## config.mk

```make
export PLATFORM = sky130hd
export DESIGN_NAME = slave_exec
export DESIGN_NICKNAME = d
export VERILOG_FILES = /design/src/exec_pkg.sv /design/src/slave_exec.sv
export SDC_FILE = /design/constraint.sdc
export NUM_CORES = 2
export LEC_CHECK = 0
export ABC_CLOCK_PERIOD_IN_PS = 5000
export CELL_PAD_IN_SITES_DETAIL_PLACEMENT = 0
export CELL_PAD_IN_SITES_GLOBAL_PLACEMENT = 1
export CORE_ASPECT_RATIO = 1.5
export CORE_MARGIN = 2
export CORE_UTILIZATION = 45
export DETAILED_ROUTE_END_ITERATION = 8
export DONT_BUFFER_PORTS = 1
export PLACE_DENSITY_LB_ADDON = 0.1
export SLEW_MARGIN = 40
export SYNTH_ARGS = -nofsm -noshare
export SYNTH_HDL_FRONTEND = slang
export SYNTH_SLANG_ARGS = --single-unit
```

## constraint.sdc

```tcl
create_clock -name clk -period 5 [get_ports clk]
set_input_delay 0.25 -clock clk [delete_from_list [all_inputs] [get_ports clk]]
set_output_delay 0.25 -clock clk [all_outputs]
set_load 0.02 [all_outputs]
```

## src/exec_pkg.sv

```systemverilog
package exec_pkg;
  // ----------------------------------------
  // Opcodes
  // ----------------------------------------
  localparam logic [7:0] OP_NOP = 8'h00;
  localparam logic [7:0] OP_BUFFER_OUT = 8'h02;
  localparam logic [7:0] OP_FLAG_BRANCH = 8'h16;
  localparam logic [7:0] OP_ACC_EXCHANGE_IND = 8'h20; // Low bit selects pointer register
  localparam logic [7:0] OP_BUFFER_IN = 8'h22;
  localparam logic [7:0] OP_MOV_A_IMM = 8'h23;
  localparam logic [7:0] OP_TIMER_IRQ_ON = 8'h25;
  localparam logic [7:0] OP_ACC_EXCHANGE_REG = 8'h28; // Low three bits select register
  localparam logic [7:0] OP_DIGIT_EXCHANGE = 8'h30;
  localparam logic [7:0] OP_TIMER_IRQ_OFF = 8'h35;
  localparam logic [7:0] OP_MOV_A_T = 8'h42;
  localparam logic [7:0] OP_STRT_CNT = 8'h45;
  localparam logic [7:0] OP_STRT_T = 8'h55;
  localparam logic [7:0] OP_MOV_T_A = 8'h62;
  localparam logic [7:0] OP_STOP_TCNT = 8'h65;
  localparam logic [7:0] OP_SUSPEND = 8'h82;
  localparam logic [7:0] OP_STATUS_COPY = 8'h90;
  localparam logic [7:0] OP_PAGE_READ = 8'hA3;
  localparam logic [7:0] OP_MOV_IND_IMM = 8'hB0;
  localparam logic [7:0] OP_SEL_RB0 = 8'hC5;
  localparam logic [7:0] OP_SEL_RB1 = 8'hD5;
  localparam logic [7:0] OP_FIXED_PAGE_READ = 8'hE3;
  localparam logic [7:0] OP_ROTATE_CARRY = 8'hF7;
  // ----------------------------------------
  // Layout and counts
  // ----------------------------------------
  localparam logic [3:0] FIXED_PAGE = 4'h3;
  localparam logic [5:0] BANK1_BASE = 6'h18;
  localparam logic [4:0] TIMER_PRESCALE_LAST = 5'h1F;  // Timer ticks every 32 cycles
  localparam logic [11:0] PC_RESET = 12'h000;
  localparam logic [7:0] ACC_RESET = 8'h00;
  // ----------------------------------------
  // Phases
  // ----------------------------------------
  typedef enum logic [2:0]
  {
    PH_EXEC = 3'b001,
    PH_SECOND = 3'b010,
    PH_SUSPEND = 3'b100
  } phase_e;
endpackage : exec_pkg

```

## src/slave_exec.sv

```systemverilog
`timescale 1ns/10ps
module slave_exec
(
  input wire logic clk,              // Instruction cycle clock
  input wire logic rst,              // Synchronous reset, active high
  input wire logic ce,               // Clock enable, freezes all state when low
  input wire logic [7:0] rom_data,   // Program memory byte at rom_addr, same cycle
  input wire logic host_write,       // Host writes host_data_buffer input, pulse
  input wire logic [7:0] host_wdata, // Host write data
  input wire logic host_read,        // Host reads output buffer, pulse
  input wire logic t1_pin,           // Counter input pin, asynchronous
  output logic [11:0] rom_addr,      // Program memory address
  output logic [11:0] pc,            // Program counter
  output logic [7:0] acc,            // Accumulator
  output logic carry,                // Carry flag
  output logic [7:0] host_rdata,     // Output buffer to host
  output logic [7:0] host_status_register, // Status seen by host
  output logic input_full_flag,      // Input buffer full
  output logic output_full_flag,     // Output buffer full
  output logic timer_flag,           // Timer overflow flag
  output logic timer_count_interrupt, // Timer interrupt request
  output logic [7:0] timer_value,    // Timer/counter value
  output logic suspended             // Core is in suspend
);
  localparam int RAM_DEPTH = 64;

  // ----------------------------------------
  // State
  // ----------------------------------------
  typedef struct packed {
    exec_pkg::phase_e phase;
    logic [7:0] op;
    logic [11:0] pc;
    logic [11:0] rom_addr;
    logic [7:0] acc;
    logic carry;
    logic bank;
    logic [RAM_DEPTH-1:0][7:0] ram;
    logic [7:0] in_buffer;
    logic [7:0] out_buffer;
    logic in_full;
    logic out_full;
    logic [3:0] status_hi;
    logic [7:0] timer;
    logic [4:0] prescale;
    logic tmr_run;
    logic cnt_run;
    logic tf;
    logic tirq_en;
    logic tirq;
    logic jt_taken;
    logic [2:0] t1_sync;
    logic t1_level;
  } state_s;

  localparam state_s STATE_RESET = '{
    phase: exec_pkg::PH_EXEC, pc: exec_pkg::PC_RESET, rom_addr: exec_pkg::PC_RESET,
    acc: exec_pkg::ACC_RESET, default: '0};

  state_s s_reg;
  state_s s_next;
  logic [5:0] reg_i;
  logic [5:0] ind_i;
  logic [5:0] ind2_i;
  logic tick;
  logic ovf;
  logic t1_fall;

  function automatic logic [5:0] reg_idx(input logic bank, input logic [2:0] r);
    reg_idx = bank ? (exec_pkg::BANK1_BASE | {3'b000, r}) : {3'b000, r};
  endfunction : reg_idx

  // Register and pointer addresses for the opcode now on the bus; ind2_i is the pointer for the latched opcode
  assign reg_i = reg_idx(s_reg.bank, rom_data[2:0]);
  assign ind_i = s_reg.ram[reg_idx(s_reg.bank, {2'b00, rom_data[0]})][5:0];
  assign ind2_i = s_reg.ram[reg_idx(s_reg.bank, {2'b00, s_reg.op[0]})][5:0];

  // ----------------------------------------
  // Next state
  // ----------------------------------------
  always_comb
  begin
    s_next = s_reg;
    tick = 1'b0;
    ovf = 1'b0;
    // Pin filter: a level counts once stages two and three agree
    s_next.t1_sync = {s_reg.t1_sync[1:0], t1_pin};
    t1_fall = s_reg.t1_level && (s_reg.t1_sync[1] == s_reg.t1_sync[2]) && !s_reg.t1_sync[1];
    if (s_reg.t1_sync[1] == s_reg.t1_sync[2])
      s_next.t1_level = s_reg.t1_sync[1];
    // Timer runs from the prescaler, counter from the filtered pin
    if (s_reg.tmr_run)
    begin
      s_next.prescale = s_reg.prescale + 5'h01;
      tick = (s_reg.prescale == exec_pkg::TIMER_PRESCALE_LAST);
    end
    if (s_reg.cnt_run)
      tick = t1_fall;
    if (tick)
    begin
      s_next.timer = s_reg.timer + 8'h01;
      ovf = (s_reg.timer == 8'hFF);
    end
    // Host reading the output buffer empties it
    if (host_read)
      s_next.out_full = 1'b0;
    unique case (s_reg.phase)
      exec_pkg::PH_EXEC:
      begin
        s_next.pc = s_reg.pc + 12'h001;
        s_next.rom_addr = s_reg.pc + 12'h001;
        s_next.op = rom_data;
        // Family encoding, unknown codes run as one-cycle no-ops
        casez (rom_data)
          exec_pkg::OP_FLAG_BRANCH:
          begin
            s_next.jt_taken = s_reg.tf;
            s_next.tf = 1'b0;
            s_next.phase = exec_pkg::PH_SECOND;
          end
          exec_pkg::OP_MOV_A_IMM, {7'b1011000, 1'b?}:
            s_next.phase = exec_pkg::PH_SECOND;
          {7'b0010000, 1'b?}:
          begin
            s_next.acc = s_reg.ram[ind_i];
            s_next.ram[ind_i] = s_reg.acc;
          end
          {5'b00101, 3'b???}:
          begin
            s_next.acc = s_reg.ram[reg_i];
            s_next.ram[reg_i] = s_reg.acc;
          end
          {7'b0011000, 1'b?}:
          begin
            s_next.acc[3:0] = s_reg.ram[ind_i][3:0];
            s_next.ram[ind_i][3:0] = s_reg.acc[3:0];
          end
          exec_pkg::OP_PAGE_READ:
          begin
            s_next.rom_addr = {s_reg.pc[11:8], s_reg.acc};
            s_next.phase = exec_pkg::PH_SECOND;
          end
          exec_pkg::OP_FIXED_PAGE_READ:
          begin
            s_next.rom_addr = {exec_pkg::FIXED_PAGE, s_reg.acc};
            s_next.phase = exec_pkg::PH_SECOND;
          end
          exec_pkg::OP_STATUS_COPY:
            s_next.status_hi = s_reg.acc[7:4];
          exec_pkg::OP_ROTATE_CARRY:
          begin
            s_next.acc = {s_reg.acc[6:0], s_reg.carry};
            s_next.carry = s_reg.acc[7];
          end
          exec_pkg::OP_BUFFER_IN:
          begin
            s_next.acc = s_reg.in_buffer;
            s_next.in_full = 1'b0;
          end
          exec_pkg::OP_BUFFER_OUT:
          begin
            s_next.out_buffer = s_reg.acc;
            s_next.out_full = 1'b1;
          end
          exec_pkg::OP_TIMER_IRQ_ON:
            s_next.tirq_en = 1'b1;
          exec_pkg::OP_TIMER_IRQ_OFF:
            s_next.tirq_en = 1'b0;
          exec_pkg::OP_STRT_T:
          begin
            s_next.tmr_run = 1'b1;
            s_next.cnt_run = 1'b0;
            s_next.prescale = 5'h00;
          end
          exec_pkg::OP_STRT_CNT:
          begin
            s_next.cnt_run = 1'b1;
            s_next.tmr_run = 1'b0;
          end
          exec_pkg::OP_STOP_TCNT:
          begin
            s_next.tmr_run = 1'b0;
            s_next.cnt_run = 1'b0;
          end
          exec_pkg::OP_MOV_T_A:
          begin
            s_next.timer = s_reg.acc;                                      // Load beats a tick
            ovf = 1'b0;
          end
          exec_pkg::OP_MOV_A_T:
            s_next.acc = s_reg.timer;
          exec_pkg::OP_SEL_RB0:
            s_next.bank = 1'b0;
          exec_pkg::OP_SEL_RB1:
            s_next.bank = 1'b1;
          exec_pkg::OP_SUSPEND:
          begin
            s_next.pc = s_reg.pc;
            s_next.rom_addr = s_reg.pc;
            s_next.phase = exec_pkg::PH_SECOND;
          end
          default:
            s_next.op = exec_pkg::OP_NOP;
        endcase
      end
      exec_pkg::PH_SECOND:
      begin
        s_next.phase = exec_pkg::PH_EXEC;
        s_next.pc = s_reg.pc + 12'h001;
        s_next.rom_addr = s_reg.pc + 12'h001;
        casez (s_reg.op)
          exec_pkg::OP_FLAG_BRANCH:
            if (s_reg.jt_taken)
            begin
              s_next.pc = {s_reg.pc[11:8], rom_data};
              s_next.rom_addr = {s_reg.pc[11:8], rom_data};
            end
          exec_pkg::OP_MOV_A_IMM:
            s_next.acc = rom_data;
          {7'b1011000, 1'b?}:
            s_next.ram[ind2_i] = rom_data;
          exec_pkg::OP_PAGE_READ, exec_pkg::OP_FIXED_PAGE_READ:
          begin
            s_next.acc = rom_data;
            s_next.pc = s_reg.pc;
            s_next.rom_addr = s_reg.pc;
          end
          default:
          begin
            s_next.phase = exec_pkg::PH_SUSPEND;
            s_next.pc = s_reg.pc;
            s_next.rom_addr = s_reg.pc;
          end
        endcase
      end
      exec_pkg::PH_SUSPEND:
      begin
        // Only reset wakes the core; the timer stays frozen too
        s_next.tmr_run = 1'b0;
        s_next.cnt_run = 1'b0;
        ovf = 1'b0;
        s_next.timer = s_reg.timer;
        s_next.prescale = s_reg.prescale;
      end
    endcase
    // Hardware sets win over same-cycle clears
    if (ovf)
      s_next.tf = 1'b1;
    if (host_write)
    begin
      s_next.in_buffer = host_wdata;
      s_next.in_full = 1'b1;
    end
    s_next.tirq = s_next.tirq_en && s_next.tf;
  end

  // State register, held while ce is low
  always_ff @(posedge clk)
  begin
    if (rst)
      s_reg <= STATE_RESET;
    else if (ce)
      s_reg <= s_next;
  end

  // ----------------------------------------
  // Outputs
  // ----------------------------------------
  assign rom_addr = s_reg.rom_addr;
  assign pc = s_reg.pc;
  assign acc = s_reg.acc;
  assign carry = s_reg.carry;
  assign host_rdata = s_reg.out_buffer;
  assign host_status_register = {s_reg.status_hi, 2'b00, s_reg.in_full, s_reg.out_full};
  assign input_full_flag = s_reg.in_full;
  assign output_full_flag = s_reg.out_full;
  assign timer_flag = s_reg.tf;
  assign timer_count_interrupt = s_reg.tirq;
  assign timer_value = s_reg.timer;
  assign suspended = (s_reg.phase == exec_pkg::PH_SUSPEND);

  logic exec_now;
  assign exec_now = ce && (s_reg.phase == exec_pkg::PH_EXEC);
endmodule : slave_exec

```

# Word-level counts from Yosys, hierarchy flattened
# Index checks and enable logic that the tools add are counted.
[totals]
latch_bits = 0
ff_bits = 602
output_inout_bits = 62
mem_count = 0
in_bits = 22
ram_bits = 0
wordCells = 239
romBits = 0
[classes]
shifts = 0
div_mod_pow = 0
n_lt_le_gt_ge = 8
n_reduce_logical = 36
muxes = 60
n_addsub = 3
eq_ne = 43
bitwise_logic = 1
n_mul = 0
[op_table]
columns = ["cell", "n"]
rows = [
  ["bitwise mux 512 bit", 4],
  ["one-hot mux 512 bit (3 select lines)", 1],
  ["one-hot mux 512 bit (2 select lines)", 1],
  ["two-way mux 512 bit", 1],
  ["binary-select mux 8 bit (select 6 bit)", 4],
  ["demux 8 bit (select 6 bit)", 4],
  ["equality test 8 bit, second input constant", 10],
  ["two-way mux 8 bit", 9],
  ["one-hot mux 32 bit (2 select lines)", 1],
  ["one-hot mux 24 bit (2 select lines)", 1],
  ["equality test 8 x 6 -> 1 bit, second input constant", 5],
  ["equality test 8 x 7 -> 1 bit, second input constant", 5],
  ["one-hot mux 4 bit (5 select lines)", 2],
  ["one-hot mux 12 bit (3 select lines)", 1],
  ["one-hot mux 15 bit (2 select lines)", 1],
  ["two-way mux 5 bit", 5],
  ["two-way mux 24 bit", 1],
  ["AND reduction 3 bit", 8],
  ["OR reduction 22 bit", 1],
  ["< comparator 5 x 7 -> 1 bit, second input constant", 3],
  ["two-way mux 6 bit", 3],
  ["equality test 8 x 5 -> 1 bit, second input constant", 2],
  ["AND reduction 4 bit", 4],
  ["equality test 7 x 5 -> 1 bit, second input constant", 2],
  ["other kinds (39)", 72],
]

# Longest topological paths before layout
[depth]
word_depth = 10
depth_mapped = 11
mapped_depth_nobuf = 10

# Least setup slack after synthesis
# Ideal clock, no wire load.
[synth_timing]
path_type = "reg2reg"
start = "register s_reg[557] (netlist bit)"
end = "register s_reg[305] (netlist bit)"
setup_ps = 128
arrival_ps = 2631
period_less_slack_ps = 2759
stages_incl_launch_ff = 10
n_path_buf = 2
slack_ps = 2241
required_time_ps = 4872
cell_sequence = "dfxtp_1 > buf_6 > mux4_2 > buf_6 > nor3b_4 > nand2_4 > a221oi_4 > nand2_2 > a22oi_1 > nor2_1"
[synth_between]
elab_chain_cells = 10
word_cells_on_any_way = 30
classes_between = "order compare: 6; mux: 21; reduce/logical: 3"
[synth_rtl]
columns = ["item", "line_no", "source"]
rows = [
  ["from (decl)", "slave_exec.sv:60", "state_s s_reg;"],
  ["from (signal assigned)", "slave_exec.sv:263", "s_reg <= s_next;"],
  ["two-way mux 5 bit", "slave_exec.sv:70", "reg_idx = bank ? (exec_pkg::BANK1_BASE | {3'b000, r}) : {3'b000, r};"],
  ["binary-select mux 8 bit (select 6 bit) (on tied branches)", "slave_exec.sv:75, slave_exec.sv:76", ""],
  ["two-way mux 6 bit (on tied branches)", "slave_exec.sv:75, slave_exec.sv:76", ""],
  ["< comparator 6 x 7 -> 1 bit (implied by the code), or another cell as far along", "slave_exec.sv:126", "s_next.ram[ind_i] = s_reg.acc;"],
  ["logical AND 1 bit (on tied branches)", "slave_exec.sv:126, slave_exec.sv:221", ""],
  ["two-way mux 8 bit (on tied branches)", "slave_exec.sv:126, slave_exec.sv:221", ""],
  ["demux 8 bit (select 6 bit) (on tied branches)", "slave_exec.sv:126, slave_exec.sv:221", ""],
  ["bitwise mux 512 bit (on tied branches)", "slave_exec.sv:126, slave_exec.sv:221", ""],
  ["one-hot mux 512 bit (3 select lines) / two-way mux 512 bit (equally long branches)", "slave_exec.sv:114, slave_exec.sv:211", ""],
  ["one-hot mux 512 bit (2 select lines) (*)", "slave_exec.sv:107", "unique case (s_reg.phase)"],
]
# Every way passes the cells marked *; elsewhere a longest branch is shown, timed or not. The select of a mux whose other input is x is not followed.
# A chain may end at the register's enable or synchronous reset.

# Worst setup path after layout
[layout_timing]
start = "register s_reg[557] (netlist bit)"
end = "register s_reg[214] (netlist bit)"
[layout_between]
elab_chain_cells = 10
word_cells_on_any_way = 31
classes_between = "order compare: 6; mux: 22; reduce/logical: 3"
[layout_rtl]
columns = ["item", "line_no", "source"]
rows = [
  ["two-way mux 5 bit", "slave_exec.sv:70", ""],
  ["binary-select mux 8 bit (select 6 bit) (on tied branches)", "slave_exec.sv:75, slave_exec.sv:76", ""],
  ["two-way mux 6 bit (on tied branches)", "slave_exec.sv:75, slave_exec.sv:76", ""],
  ["< comparator 6 x 7 -> 1 bit (implied by the code), or another cell as far along", "slave_exec.sv:126, slave_exec.sv:136", ""],
  ["logical AND 1 bit (on tied branches)", "slave_exec.sv:126, slave_exec.sv:136, slave_exec.sv:221", ""],
  ["two-way mux 4 bit (implied by the code), or another cell as far along", "slave_exec.sv:136", "s_next.ram[ind_i][3:0] = s_reg.acc[3:0];"],
  ["demux 8 bit (select 6 bit) (on tied branches)", "slave_exec.sv:136, slave_exec.sv:126, slave_exec.sv:221", ""],
  ["bitwise mux 512 bit (on tied branches)", "slave_exec.sv:136, slave_exec.sv:126, slave_exec.sv:221", ""],
  ["one-hot mux 512 bit (3 select lines) / two-way mux 512 bit (equally long branches)", "slave_exec.sv:114, slave_exec.sv:211", ""],
  ["one-hot mux 512 bit (2 select lines) (*)", "slave_exec.sv:107", ""],
]
# Marked as above.

==> impl_metrics.csv <==
group,metric,value,unit
run_status,status,"finished, final reports clean",
finish,final_cell_mix,"dfxtp_1 (598), nand2_1 (521), nor2_1 (494)",
timing,rsz0062_at_grt,"no",
worst_setup_path,cp-end-kind,"flop",
synth,synth_cells,4564,
synth,synth-edff-count,0,
worst_setup_path,cp_max_fo,47,
finish,largest_register_ffs,543,
clocking,ctsResizeCount,0,
place,gp_congestion,1.062,
routing,drcViolationCount,0,
finish,drive_above_1_share,11.21,%
clocking,cts-root-buf,"clkbuf_16",
routing,vias,42000,
routing,vias_per_cell,7.296,
die,die_h,349.4,um
global_routing,grt.total_usage,49.24,%
timing,finClkSkew,0.02472,ns
synth,synthTopCellsByArea,"dfxtp_1 (34%), a22oi_1 (7.8%), o21ai_0 (6.0%)",
synth,yosysTopAreaCell,"dfxtp_1",
die,core,78670,um^2
pwr,powerDensity,257.6,nW/um^2
timing,period_share,93.54,%
finish,final_common_cell,"dfxtp_1",
global_routing,grt_overflow_total,0,
timing,worst_slew_pin_slew,1.044,ns
timing,finalMaxSlewViolations,0,
finish,design_area,42220,um^2
place,placed_area,36450,um^2
synth,synth_area,35790,um^2
global_routing,grt_pass1_vias,39580,
synth,synthArstFlopShare,0,%
timing,relSlewSlack,30.06,%
global_routing,antenna_found_initial,11,
timing,hold_viol,0,
clocking,clockBufferDepth,3,
routing,wirelength,206.4,mm
worst_setup_path,arrival,5.23,ns
die,die_w,234.3,um
finish,fill_cells,7712,
place,hpwl,134.9,mm
place,dp.cells,5292,
pwr,power_leakage,14.23,nW
routing,antenna_left,0,
die,num_rows,126,
timing,layout_min_cycle_time,4.677,ns
worst_setup_path,path_class,"flop to flop",
pwr,vdd_drop_max,0.0002683,V
global_routing,grt_max_degree,307,
clocking,cts_num_sinks,602,
synth,avgSynthCellArea,7.843,um^2
finish,seqCellArea,12060,um^2
die,start_util,45.50,%
pwr,power,10.88,mW
die,ios,84,
worst_setup_path,worstPathRequired,5.55,ns
routing,wire_per_inst,35.85,um
synth,synth-seq-cells,602,
timing,max_freq,213.8,MHz
run,max-cap-violations,0,
routing,drt_iter0_markers,6495,
finish,layoutNonFillerInstCount,5756,
hold_path,hp-class,"input pin to flop",
global_routing,grt_pass1_wl,289.4,mm
timing,finalSetupTns,0,ns
worst_setup_path,start_kind,"flop",
clocking,cts_buffers,67,
die,die_area,81860,um^2
clocking,h-tree-depth,3,
finish,multi_input_area,21470,um^2
finish,area_growth,17.94,%
synth,ys_warn_count,0,
finish,final_nets,4703,
synth,synth_seq_area_share,33.67,%
place,io_buffers,0,
synth,ys.flop_type,"dfxtp_1",
clocking,tritoncts,"done",
timing,setup_violations,0,
timing,holdWs,0.006269,ns
routing,drt_pre_antenna_iters,7,
synth,synth_cell_types,97,
synth,synth_top_area_share,33.67,%
clocking,clkTransAtPathRegs,0.06,ns
clocking,clock_latency,0.67,ns
[per-layer routing]
layer / vias to the layer above / GRT usage (%) / wire length [um]
li1: 17340 / - / -
met1: 20000 / 52.93 / 66890
met2: 3444 / 73.54 / 87980
met3: 1195 / 18.14 / 26350
met4: 14 / 47.44 / 24960
met5: - / 0.9014 / 179
[power by group]
part,internal (mW),switching (mW),leakage [nW]
sequential,4.82,0.0639,4.85
clock,2.99,2.31,1.09
combinational,0.188,0.498,8.28
total,8.00,2.88,14.2
[final cells by class]
type,instances,area share (%)
sequential,602,28.56
clock inverter,22,0.6105
tap,1024,3.035
clock buffer,97,4.647
antenna,5,0.02964
multi-input combinational,3407,50.85
inverter,94,0.8358
timing repair buffer,505,11.43
[critical path: stages (launching register included)]
cell           delay [ns]
dfxtp_2              0.60
mux4_4               0.91
buf_12               0.29
nand3b_2             0.46
buf_4                0.39
buf_4                0.32
o22ai_1              0.55
nand2_1              0.18
a21oi_1              0.20
nor2_1               0.05
dlygate4sd3_1        0.55
[logic make-up after synthesis]
| kind of cell | after synthesis | share of synthesized area, % |
|---|---|---|
| compound gates | 1852 | 34.65 |
| simple gates | 1382 | 17.66 |
| flops | 602 | 33.67 |
| buf+inv | 556 | 7.026 |
| mux | 151 | 6.456 |
| xor+xnor | 16 | 0.3915 |
| fa+ha+maj | 4 | 0.1398 |
| other cells | 1 | 0.01048 |
[cell usage after synthesis (29+ instances only)]
library cell    n
dfxtp_1       602
nand2_1       527
nor2_1        498
o21ai_0       431
a22oi_1       371
o22ai_1       344
a21oi_1       299
clkbuf_1      273
a221oi_1      118
inv_1          94
buf_2          83
buf_4          72
nand3_1        66
mux2i_1        61
mux4_2         61
and2_1         41
nor3_1         41
a211oi_1       36
mux2_2         29
[through the flow]
step | worst slack (ns) | util (%)
global placement | 0.8347 | 46.17
CTS | 0.4636 | 53.39
detailed placement | 0.7159 | 46.33
finish | 0.3229 | 53.66
global route | 0.3090 | 53.65
floorplan | 2.241 | -
[path summary, 6_finish.rpt]
kind	cells after the start	to	start	slack [ns]
max	10	s_reg[214]	s_reg[557]	0.32
min	3	s_reg[6]	rom_data[4]	0.006
max reg2reg	10	s_reg[214]	s_reg[557]	0.32
min reg2reg	2	s_reg[14]	s_reg[14]	0.46
[what timing repair did]
action	4_1_cts	5_1_grt
buffers inserted	0	0
hold buffers	331	1
endpoints found under the hold margin	579	8
(Power assumes the default switching activity.)
